--- src/core/mrsc_map.vh ---
`ifndef MRSC_MAP_VH
`define MRSC_MAP_VH
// register byte addresses on the avalon slave
`define MRSC_ADDR_THRESH 4'h0
`define MRSC_ADDR_FLAGS 4'h4
`define MRSC_ADDR_WDOG 4'h8
`define MRSC_ADDR_STATUS 4'hC
// threshold select codes
`define MRSC_THR_2V10 8'h55
`define MRSC_THR_2V55 8'h33
`define MRSC_THR_2V35 8'h99
`define MRSC_THR_3V15 8'hA9
`define MRSC_THR_RESET 8'h55
// watchdog enable field codes, bits 7..3 of watchdog control
`define MRSC_WDE_ON_A 5'h15
`define MRSC_WDE_ON_B 5'h0A
`define MRSC_WDOG_RESET 8'h53
// flag register fields
`define MRSC_FLAGS_RESET 8'h00
`define MRSC_BIT_KEEP 7
`define MRSC_BIT_UV_FLAG 2
`define MRSC_BIT_THR_FLAG 1
`define MRSC_BIT_WDE_FLAG 0
// clock source codes for the restart delay
`define MRSC_CLK_FAST_RC 2'h0
`define MRSC_CLK_FAST_XT 2'h1
`define MRSC_CLK_SLOW_XT 2'h2
`define MRSC_CLK_SLOW_RC 2'h3
// restart delays in system clocks
`define MRSC_WAKE_FAST_RC 8'h10
`define MRSC_WAKE_XT 8'h80
`define MRSC_WAKE_SLOW_RC 8'h02
// power-on hold time in microseconds (16.7 ms) and clock rate
`define MRSC_HOLD_US 16700
`define MRSC_CLK_MHZ 25
`define MRSC_HOLD_CYC (`MRSC_HOLD_US * `MRSC_CLK_MHZ)
// cycles of 40 ns the undervoltage level must persist (qualify time, default)
`define MRSC_QUAL_CYC 32'd25
// reset pulse length in system clocks
`define MRSC_PULSE_CYC 4'h4
`endif

--- src/core/mrsc_sync.v ---
`timescale 1ns/1ps
// two-flop level synchroniser
module mrsc_sync
(
	// clock and reset
	input wire i_clk,
	input wire i_rst_n,
	// level in and out
	input wire i_level,
	output reg o_level
);
	reg stage1;
	always @(posedge i_clk)
	begin
		if (!i_rst_n)
		begin
			stage1 <= 1'b0;
			o_level <= 1'b0;
		end
		else
		begin
			stage1 <= i_level;
			o_level <= stage1;
		end
	end
endmodule // mrsc_sync

--- src/core/mrsc_top.v ---
// Chosen here: register access over Avalon-MM and the placing of the registers.
`timescale 1ns/1ps
`include "mrsc_map.vh"
module mrsc_top
#(
	parameter HOLD_CYC = `MRSC_HOLD_CYC
)
(
	// clock and reset
	input wire i_clk,
	input wire i_rst_n,
	// avalon-mm slave
	input wire [3:0] i_address,
	input wire i_read,
	input wire i_write,
	input wire [31:0] i_writedata,
	output reg [31:0] o_readdata,
	output wire o_waitrequest,
	// monitors and mode
	input wire i_power_on,
	input wire i_undervoltage,
	input wire i_sub_clk,
	input wire i_wdt_timeout,
	input wire i_sleep_idle,
	input wire i_power_down,
	input wire [1:0] i_clk_source,
	// to the core
	output reg o_core_hold,
	output reg o_pc_clear,
	output reg o_sp_top,
	output reg o_ports_high,
	output reg o_irq_disable,
	output reg o_timers_off,
	output reg o_wdt_clear,
	output reg o_full_reset,
	output reg o_timeout_status_flag,
	output reg o_power_down_status_flag
);
	reg [7:0] threshold_select_code;
	reg [7:0] wdog_ctrl;
	reg idle_sysclk_keep;
	reg low_voltage_reset_flag;
	reg bad_threshold_code_flag;
	reg bad_watchdog_code_flag;
	reg [31:0] qual_cnt;
	reg [31:0] hold_cnt;
	reg [7:0] wake_cnt;
	reg [3:0] pulse_cnt;
	reg [1:0] sub_hist;
	reg [1:0] thr_age;
	reg [1:0] wde_age;
	reg thr_req;
	reg wde_req;
	reg bad_thr_sub;
	reg bad_wde_sub;
	reg wdt_prev;
	reg done;
	reg [7:0] next_wake;
	reg read_ready;
	reg thr_ok;
	reg wde_ok;
	wire thr_req_s;
	wire wde_req_s;
	wire sub_rise;
	wire thr_bad;
	wire wde_bad;
	wire uv_reset_event;
	wire wdt_event;
	wire wdt_sleep_event;
	wire wdt_norm_event;
	wire full_event;
	wire wr_thr;
	wire wr_flags;
	wire wr_wdog;

	// reads take one wait state so the registered data stands when waitrequest drops
	always @(posedge i_clk)
	begin
		if (!i_rst_n)
			read_ready <= 1'b0;
		else
			read_ready <= i_read && !read_ready;
	end
	assign o_waitrequest = i_read && !read_ready;
	assign wr_thr = i_write && (i_address == `MRSC_ADDR_THRESH);
	assign wr_flags = i_write && (i_address == `MRSC_ADDR_FLAGS);
	assign wr_wdog = i_write && (i_address == `MRSC_ADDR_WDOG);

	// only the four listed codes are legal thresholds; anything else is taken as noise
	always @*
	begin
		case (threshold_select_code)
			`MRSC_THR_2V10: thr_ok = 1'b1;
			`MRSC_THR_2V55: thr_ok = 1'b1;
			`MRSC_THR_2V35: thr_ok = 1'b1;
			`MRSC_THR_3V15: thr_ok = 1'b1;
			default: thr_ok = 1'b0;
		endcase
	end
	assign thr_bad = !thr_ok;

	always @*
	begin
		case (wdog_ctrl[7:3])
			`MRSC_WDE_ON_A: wde_ok = 1'b1;
			`MRSC_WDE_ON_B: wde_ok = 1'b1;
			default: wde_ok = 1'b0;
		endcase
	end
	assign wde_bad = !wde_ok;

	// sub clock is sampled as a level; edges drive the 2-3 cycle ageing
	always @(posedge i_clk)
	begin
		if (!i_rst_n)
			sub_hist <= 2'h0;
		else
			sub_hist <= {sub_hist[0], i_sub_clk};
	end
	assign sub_rise = sub_hist[0] && !sub_hist[1];

	// checks sampled on sub-clock edges, request on the third sub edge after the code goes bad
	always @(posedge i_clk)
	begin
		if (!i_rst_n || o_full_reset)
		begin
			thr_age <= 2'h0;
			wde_age <= 2'h0;
			thr_req <= 1'b0;
			wde_req <= 1'b0;
			bad_thr_sub <= 1'b0;
			bad_wde_sub <= 1'b0;
		end
		else if (sub_rise)
		begin
			bad_thr_sub <= thr_bad;
			bad_wde_sub <= wde_bad;
			thr_age <= bad_thr_sub ? ((thr_age == 2'h2) ? thr_age : thr_age + 2'h1) : 2'h0;
			wde_age <= bad_wde_sub ? ((wde_age == 2'h2) ? wde_age : wde_age + 2'h1) : 2'h0;
			thr_req <= bad_thr_sub && (thr_age >= 2'h1);
			wde_req <= bad_wde_sub && (wde_age >= 2'h1);
		end
	end

	// requests cross through a two-flop synchroniser before acting
	mrsc_sync u_sync_thr
	(
		.i_clk(i_clk),
		.i_rst_n(i_rst_n),
		.i_level(thr_req),
		.o_level(thr_req_s)
	);
	mrsc_sync u_sync_wde
	(
		.i_clk(i_clk),
		.i_rst_n(i_rst_n),
		.i_level(wde_req),
		.o_level(wde_req_s)
	);

	// undervoltage qualification; disabled in power-down
	always @(posedge i_clk)
	begin
		if (!i_rst_n || i_power_down || !i_undervoltage)
			qual_cnt <= 32'd0;
		else if (qual_cnt <= `MRSC_QUAL_CYC)
			qual_cnt <= qual_cnt + 32'd1;
	end
	assign uv_reset_event = (qual_cnt == `MRSC_QUAL_CYC) && i_undervoltage && !i_power_down;

	always @(posedge i_clk)
	begin
		if (!i_rst_n)
			wdt_prev <= 1'b0;
		else
			wdt_prev <= i_wdt_timeout;
	end
	assign wdt_event = i_wdt_timeout && !wdt_prev;
	assign wdt_sleep_event = wdt_event && i_sleep_idle;
	assign wdt_norm_event = wdt_event && !i_sleep_idle;
	assign full_event = uv_reset_event || wdt_norm_event || thr_req_s || wde_req_s;

	// registers and sticky flags; set wins over a software clear
	always @(posedge i_clk)
	begin
		if (!i_rst_n || i_power_on)
		begin
			threshold_select_code <= `MRSC_THR_RESET;
			wdog_ctrl <= `MRSC_WDOG_RESET;
			idle_sysclk_keep <= 1'b0;
			low_voltage_reset_flag <= 1'b0;
			bad_threshold_code_flag <= 1'b0;
			bad_watchdog_code_flag <= 1'b0;
			o_timeout_status_flag <= 1'b0;
			o_power_down_status_flag <= 1'b0;
		end
		else
		begin
			// a genuine low-voltage reset leaves the code as written
			if (thr_req_s)
				threshold_select_code <= `MRSC_THR_RESET;
			else if (wr_thr)
				threshold_select_code <= i_writedata[7:0];
			if (full_event)
				wdog_ctrl <= `MRSC_WDOG_RESET;
			else if (wr_wdog)
				wdog_ctrl <= i_writedata[7:0];
			if (wr_flags)
				idle_sysclk_keep <= i_writedata[`MRSC_BIT_KEEP];
			if (uv_reset_event)
				low_voltage_reset_flag <= 1'b1;
			else if (wr_flags && !i_writedata[`MRSC_BIT_UV_FLAG])
				low_voltage_reset_flag <= 1'b0;
			if (thr_req_s)
				bad_threshold_code_flag <= 1'b1;
			else if (wr_flags && !i_writedata[`MRSC_BIT_THR_FLAG])
				bad_threshold_code_flag <= 1'b0;
			if (wde_req_s)
				bad_watchdog_code_flag <= 1'b1;
			else if (wr_flags && !i_writedata[`MRSC_BIT_WDE_FLAG])
				bad_watchdog_code_flag <= 1'b0;
			if (wdt_event)
				o_timeout_status_flag <= 1'b1;
			if (wdt_sleep_event)
				o_power_down_status_flag <= 1'b1;
		end
	end

	// restart delay by clock source
	always @*
	begin
		case (i_clk_source)
			`MRSC_CLK_FAST_RC: next_wake = `MRSC_WAKE_FAST_RC;
			`MRSC_CLK_FAST_XT: next_wake = `MRSC_WAKE_XT;
			`MRSC_CLK_SLOW_XT: next_wake = `MRSC_WAKE_XT;
			default: next_wake = `MRSC_WAKE_SLOW_RC;
		endcase
	end

	// reset pulse and hold timing
	always @(posedge i_clk)
	begin
		if (!i_rst_n || i_power_on)
		begin
			pulse_cnt <= `MRSC_PULSE_CYC;
			hold_cnt <= 32'd0;
			wake_cnt <= 8'h00;
			done <= 1'b0;
			o_full_reset <= 1'b1;
			o_ports_high <= 1'b1;
			o_irq_disable <= 1'b1;
			o_timers_off <= 1'b1;
			o_wdt_clear <= 1'b1;
			o_sp_top <= 1'b1;
			o_pc_clear <= 1'b1;
			o_core_hold <= 1'b1;
		end
		else if (full_event)
		begin
			pulse_cnt <= `MRSC_PULSE_CYC;
			hold_cnt <= 32'd0;
			// a pending sleep restart must not replay once the full hold ends
			wake_cnt <= 8'h00;
			done <= 1'b0;
			o_full_reset <= 1'b1;
			o_ports_high <= 1'b1;
			o_irq_disable <= 1'b1;
			o_timers_off <= 1'b1;
			o_wdt_clear <= 1'b1;
			o_sp_top <= 1'b1;
			o_pc_clear <= 1'b1;
			o_core_hold <= 1'b1;
		end
		else if (wdt_sleep_event && done)
		begin
			wake_cnt <= next_wake;
			o_pc_clear <= 1'b1;
			o_sp_top <= 1'b1;
			o_core_hold <= 1'b1;
		end
		else if (!done)
		begin
			if (pulse_cnt != 4'h0)
				pulse_cnt <= pulse_cnt - 4'h1;
			else
			begin
				o_full_reset <= 1'b0;
				o_ports_high <= 1'b0;
				o_irq_disable <= 1'b0;
				o_timers_off <= 1'b0;
				o_wdt_clear <= 1'b0;
				o_sp_top <= 1'b0;
				o_pc_clear <= 1'b0;
			end
			if (hold_cnt >= HOLD_CYC - 1)
			begin
				done <= 1'b1;
				o_core_hold <= 1'b0;
			end
			else
				hold_cnt <= hold_cnt + 32'd1;
		end
		else if (wake_cnt != 8'h00)
		begin
			o_pc_clear <= 1'b0;
			o_sp_top <= 1'b0;
			wake_cnt <= wake_cnt - 8'h01;
			if (wake_cnt == 8'h01)
				o_core_hold <= 1'b0;
		end
	end

	// read data, registered; unmapped reads return zero
	always @(posedge i_clk)
	begin
		if (!i_rst_n)
			o_readdata <= 32'h00000000;
		else if (i_read && !read_ready)
		begin
			case (i_address)
				`MRSC_ADDR_THRESH: o_readdata <= {24'h000000, threshold_select_code};
				`MRSC_ADDR_FLAGS: o_readdata <= {24'h000000, idle_sysclk_keep, 4'h0, low_voltage_reset_flag,
					bad_threshold_code_flag, bad_watchdog_code_flag};
				`MRSC_ADDR_WDOG: o_readdata <= {24'h000000, wdog_ctrl};
				`MRSC_ADDR_STATUS: o_readdata <= {30'h00000000, o_power_down_status_flag, o_timeout_status_flag};
				default: o_readdata <= 32'h00000000;
			endcase
		end
	end
endmodule // mrsc_top

--- config.mk ---
export PLATFORM = sky130hd
export DESIGN_NAME = mrsc_top
export DESIGN_NICKNAME = d
export VERILOG_FILES = /design/src/core/mrsc_sync.v /design/src/core/mrsc_top.v
export VERILOG_INCLUDE_DIRS = /design/src /design/src/core
export SDC_FILE = /design/constraint.sdc
export NUM_CORES = 1
export LEC_CHECK = 0
export ABC_AREA = 1
export BUFFER_PORTS_ARGS = -buffer_cell sky130_fd_sc_hd__buf_2
export CORE_UTILIZATION = 57
export DETAILED_ROUTE_END_ITERATION = 10
export GPL_ROUTABILITY_DRIVEN = 0
export PLACE_DENSITY = 0.8
export SLEW_MARGIN = 10
export SYNTH_ARGS = -nofsm -noshare
export SYNTH_HDL_FRONTEND = slang
export SYNTH_HIERARCHICAL = 1
export SYNTH_SLANG_ARGS = --single-unit
--- constraint.sdc ---
create_clock -name i_clk -period 1.95 [get_ports i_clk]
set_input_delay 0.0975 -clock i_clk [delete_from_list [all_inputs] [get_ports i_clk]]
set_output_delay 0.0975 -clock i_clk [all_outputs]
set_load 0.03 [all_outputs]
# Word-level counts from Yosys, hierarchy flattened
# Index checks and enable logic that the tools add are counted.
# totals
ff_bits,150
inputBits,48
out_inout_bits,43
elab_cells,149
# op_classes
n_addsub,6
n_lt_le_gt_ge,4
eq_ne,20
muxes,26
n_bitwise,4
reduce_logical,59
# ops
op,n
adder 32 x 1 -> 32 bit (second input constant),2
== test 32 x 5 -> 1 bit (second input constant),1
>= comparator 32 x 19 -> 1 bit (second input constant),1
less-or-equal comparator 32 x 5 -> 1 bit (second input constant),1
case mux 8 bit (4 select lines),1
2-to-1 mux 8 bit,3
2-to-1 mux 1 bit,17
== test 8 bit (second input constant),2
logical AND 1 bit,16
case mux 8 bit (2 select lines),1
zero test 1 bit,12
AND reduction 3 bit,4
nonzero test 2 bit,6
== test 4 bit (second input constant),2
== test 8 x 1 -> 1 bit (second input constant),1
== test 8 x 6 -> 1 bit (second input constant),1
== test 8 x 7 -> 1 bit (second input constant),1
2-to-1 mux 2 bit,4
AND reduction 2 bit,4
nonzero test 8 bit,1
OR reduction 2 bit,4
subtractor 8 x 1 -> 8 bit (second input constant),1
logical OR 1 bit,7
== test 2 bit (second input constant),3
other kinds (15),23

# Longest topological paths before layout
# logic_depth
ltp_word,7
mapped_depth,13
mapped_depth_nobuf,12

# Cells and area by module
# The synthesis kept the hierarchy.
# modules_own_cells
mod,n_inst,cells_each,area_each_um2,seq_area_each_um2
mrsc_top,1,773,5625.4,2442.3
mrsc_sync,2,6,55.1,40.0

# Worst setup path after synthesis
# Ideal clock, no wire load.
# synth_path
kind,register -> register
from,register hold_cnt[0]
to,register o_core_hold
setup_ns,0.116
arrival_ns,1.384
required_ns,1.834
slack_ns,0.450
path_stages_with_launch,14
n_path_buf,1
synth_period_minus_slack_ns,1.500
cell_sequence,dfxtp_1 -> ha_1 -> nor2_1 -> nor2_1 -> nand2_1 -> nand2_1 -> nand2_1 -> nand2_1 -> nand2_1 -> nand2_1 -> buf_2 -> nand2_1 -> nand2_1 -> nand2_1
# synth_between
elab_chain_len,3
# synth_lines
element,line_no,source
"start, declared",mrsc_top.v:46,reg [31:0] hold_cnt;
"start signal, assigned",mrsc_top.v:301,hold_cnt <= hold_cnt + 32'd1;
>= comparator 32 x 19 -> 1 bit,mrsc_top.v:295,if (hold_cnt >= HOLD_CYC - 1)
nonzero test 2 bit (no line),-,
AND reduction 3 bit (no line),-,
"end signal, assigned",mrsc_top.v:279,o_core_hold <= 1'b1;
"end signal, assigned",mrsc_top.v:298,o_core_hold <= 1'b0;
"end signal, assigned",mrsc_top.v:309,o_core_hold <= 1'b0;
"end, declared",mrsc_top.v:28,"output reg o_core_hold,"
# Every way passes these cells.
# A chain may end at the register's enable or synchronous reset.

# Final worst setup path
# layout_path
from,register qual_cnt[1]
to,register hold_cnt[2]
# layout_between
elab_chain_len,7
# layout_lines
element,line_no,source
"start, declared",mrsc_top.v:45,reg [31:0] qual_cnt;
"start signal, assigned",mrsc_top.v:167,qual_cnt <= qual_cnt + 32'd1;
== test 32 x 5 -> 1 bit (no line),-,
logical AND 1 bit (2 in a row),mrsc_top.v:169,assign uv_reset_event = (qual_cnt == `MRSC_QUAL_CYC) && i_undervoltage && !i_power_down;
logical OR 1 bit (3 in a row),mrsc_top.v:181,assign full_event = uv_reset_event || wdt_norm_event || thr_req_s || wde_req_s;
OR reduction 2 bit (no line),-,
# Every way passes these cells.

==> summary.md <==
| Metric | Value |
|---|---|
| CP arrival | 2.13 ns |
| F_max | 577.7 MHz |
| Final instance area | between 6000 and 7000 um2 |
| Via Count | 5129 |
| Mapped cell area | about 5700 um2 |
| Max Used Layer | met4 |
| Grt ovf | 0 |
| Area grow syn2layout | 16.95% |
| Startpoint Class | register |
| Tot Pwr | 5.697 mW |
| Synthesized flop and latch total | 126 |
| Post-synth cell types | 39 |
| CTS root buf | clkbuf_8 |
| CTS tree | yes |
| Final Hold Viols | 0 |
| Worst-skew pair later-pin latency | 0.52 ns |
| Fin nets | just over 900 |
| Yosys warns | 6 |
| Dpl ws | about 0.21 ns |
| Detailed placement HPWL | 8449 um |
| Delay of the slowest cell on the worst path | 0.37 ns |
| Syn Inst Count | just under 800 |
| Via count of the first global-routing pass | between 4000 and 5000 |
| Antenna violations before repair | 0 |
| Initial Utilization | 0.5868 |
| Worst setup EP type | register |
| Num rows | 36 |
| Drt total wl | 12660 um |
| Non-filler instance count after layout | 1000 |
| Power Density | 849.3 nW/um2 |
| Vias per cell | about 5 |
| Hold Slack | approximately 0.018 ns |
| Die height | 102.3 um |
| Leak pwr | 2.779 nW |
| Setup Fix Bufs, Post-CTS | 0 |
| # diodes | 0 |
| CTS Buffer Depth | 2 |
| Final setup vio count | 0 |
| Status | complete, no violations |
| Register area share after synthesis | 0.4398 |
| Clk_skew | around 0.0066 ns |
| CTS Buf Count | 17 |
| H-Tree Depth | 4 |
| Min-Delay Path Class | in -> reg |
| Die ar. | 10470 um2 |
| Gr usage total | 0.2570 |
| Fin crit share | 0.8876 |
| Post-placement cell area | about 6000 um2 |
| Syn Area/Cell | approximately 7.3 um2 |
| WL met2 | ~6400 um |
| CTS Sinks | approximately 130 |
| Max VDD drop | ~0.00061 V |
| Top Ports | ~90 |
| Crit path required time | ~2.4 ns |
| CP Buf/Inv Count | 2 |
| WL/cell | about 13 um |
| Critical Path Slowest Stage Cell | o21bai_4 |
| CTS clk-pin slew, worst paths | about 0.050 ns |
| Starting DRT DRC Count | roughly 290 |
| Largest net degree at the start of global routing | 37 |
| Cells along the critical path | inv_1 > ha_1 > nor3b_2 > nand4_2 > o21bai_4 > buf_12 > a21oi_1 |
| Fin util | 0.6863 |
| Routed Antenna Nets | 0 |
| Pins Over Slew Limit | 0 |
| CP max FO | 36 |
| Sum Neg Setup Slack | 0 ns |
| M1 WL | a little over 5000 um |
| Met3 WL | 741 um |
| PortBufs | 42 |
| First-pass GRT wire length | 20880 um |
| Final min period | approximately 1.7 ns |
| Placed cell count | between 900 and 1000 |
| Final critical-path setup slack | between 0.2 and 0.25 ns |
| Core region area | approximately 9800 um2 |
| RSZ-0062 raised after global routing | no |
| Chip width | between 100 and 150 um |
| Crit Path Class | reg -> reg |
| Layout cell share with drive strength beyond 1 | 0.1153 |
| DRC viols | 0 |
| Maxcap violations | 0 |
| CP delay by family, top | compound AO/OA/AOI/OAI gates |
| First-pass iteration count of the detailed router | 7 |
## path summary, 6_finish.rpt
check / from / end / slack (ns) / cells past startpoint
min: i_undervoltage / low_voltage_reset_flag / 0.02 / 4
min reg2reg: u_sync_thr/stage1 / u_sync_thr/o_level / 0.42 / 2
max: qual_cnt[1] / hold_cnt[2] / 0.22 / 7
max reg2reg: qual_cnt[1] / hold_cnt[2] / 0.22 / 7
## per-layer routing
metal | vias up | global-route usage
met3 | 46 | 0.07182
met5 | - | 0
met4 | 0 | 0.1341
met1 | 2312 | 0.2879
li1 | 2572 | -
met2 | 199 | 0.4445
## cell usage after synthesis
cell,count,area share
o21a_1,1,0.0013
o22ai_1,4,0.0044
buf_6,4,0.0079
a211oi_1,2,0.0026
inv_2,3,0.0020
a21oi_1,56,0.049
clkinv_1,1,0.00065
nor3b_2,1,0.0022
o211ai_1,2,0.0026
nand2_1,161,0.11
conb_1,1,0.00065
inv_1,111,0.073
buf_2,6,0.0052
nand3b_1,2,0.0026
nor2_4,1,0.0020
o21bai_4,1,0.0033
nor4_1,2,0.0022
nand2_2,3,0.0033
nand4_2,1,0.0022
nand3_1,65,0.057
o221ai_1,1,0.0015
xnor2_1,10,0.015
o32ai_1,1,0.0015
or2_2,1,0.0011
ha_1,13,0.028
nor3_1,6,0.0052
o21ai_2,1,0.0015
inv_4,1,0.0011
xor2_1,11,0.017
nor2_2,3,0.0033
dfxtp_1,126,0.44
o21ai_0,26,0.023
and2_1,1,0.0011
a21oi_2,5,0.0076
nor2_1,103,0.067
a22o_1,1,0.0015
clkbuf_1,5,0.0033
buf_4,30,0.039
nand4_1,12,0.013
## kinds of logic (layout without fill, tap and decap cells)
| group | after synthesis | after routing | share of synthesized area |
|---|---|---|---|
| and+or+nand+nor | 362 | 362 | 0.2677 |
| buffers and inverters | 161 | 220 | 0.1320 |
| DFF | 126 | 126 | 0.4398 |
| AOI/OAI and AO/OA | 101 | 101 | 0.09948 |
| xor gates and xnor gates | 21 | 21 | 0.03207 |
| adders and majority gates | 13 | 13 | 0.02836 |
| other | 1 | 24 | 0.0006538 |
## worst register-to-register path, stage by stage, from the launching register on
cell	delay, ns
dfxtp_1	0.34
inv_1	0.09
ha_1	0.16
nor3b_2	0.19
nand4_2	0.15
o21bai_4	0.37
buf_12	0.25
a21oi_1	0.08
## layout by cell type, fill, tap and decap left out, types with 6 or more instances in the layout
cell type,n
dlygate4sd3_1,22
clkinv_2,6
dfxtp_1,126
buf_4,9
buf_2,42
nand4_1,12
o21ai_0,26
nand3_1,65
conb_1,24
a21oi_1,56
nand2_1,161
ha_1,13
xor2_1,11
nor3_1,6
nor2_1,103
clkbuf_16,16
inv_1,111
xnor2_1,10
## what timing repair did
action | CTS | global route
hold buffers | 22 | 0
resized for setup | 0 | 0
hold endpoints to repair | 38 | 0
## final cells by class
cell class / instances / area, um2
Multi-Input combinational cell: 521 / 2542
Timing Repair Buffer: 74 / 518.0
Sequential cell: 126 / 2522
Clock inverter: 8 / 67.56
Tap cell: 133 / 166.4
Clock buffer: 22 / 452.9
Inverter: 116 / 437.9
Fill cell: 768 / 3067
## power breakdown
part           switching, mW  internal [mW]  total (mW)  leakage [nW]
Combinational          0.223         0.0998       0.323          1.50
Clock                   1.04           1.72        2.76         0.260
Sequential            0.0132           2.60        2.61          1.02
## registers in the layout (all words and copies together) (netlist names), 2 cells and up
signal,flops
pulse_cnt,4
wde_age,2
thr_age,2
sub_hist,2
qual_cnt,32
threshold_select_code,8
o_readdata,8
hold_cnt,32
wake_cnt,8
wdog_ctrl,8
(Power assumes the default switching activity.)
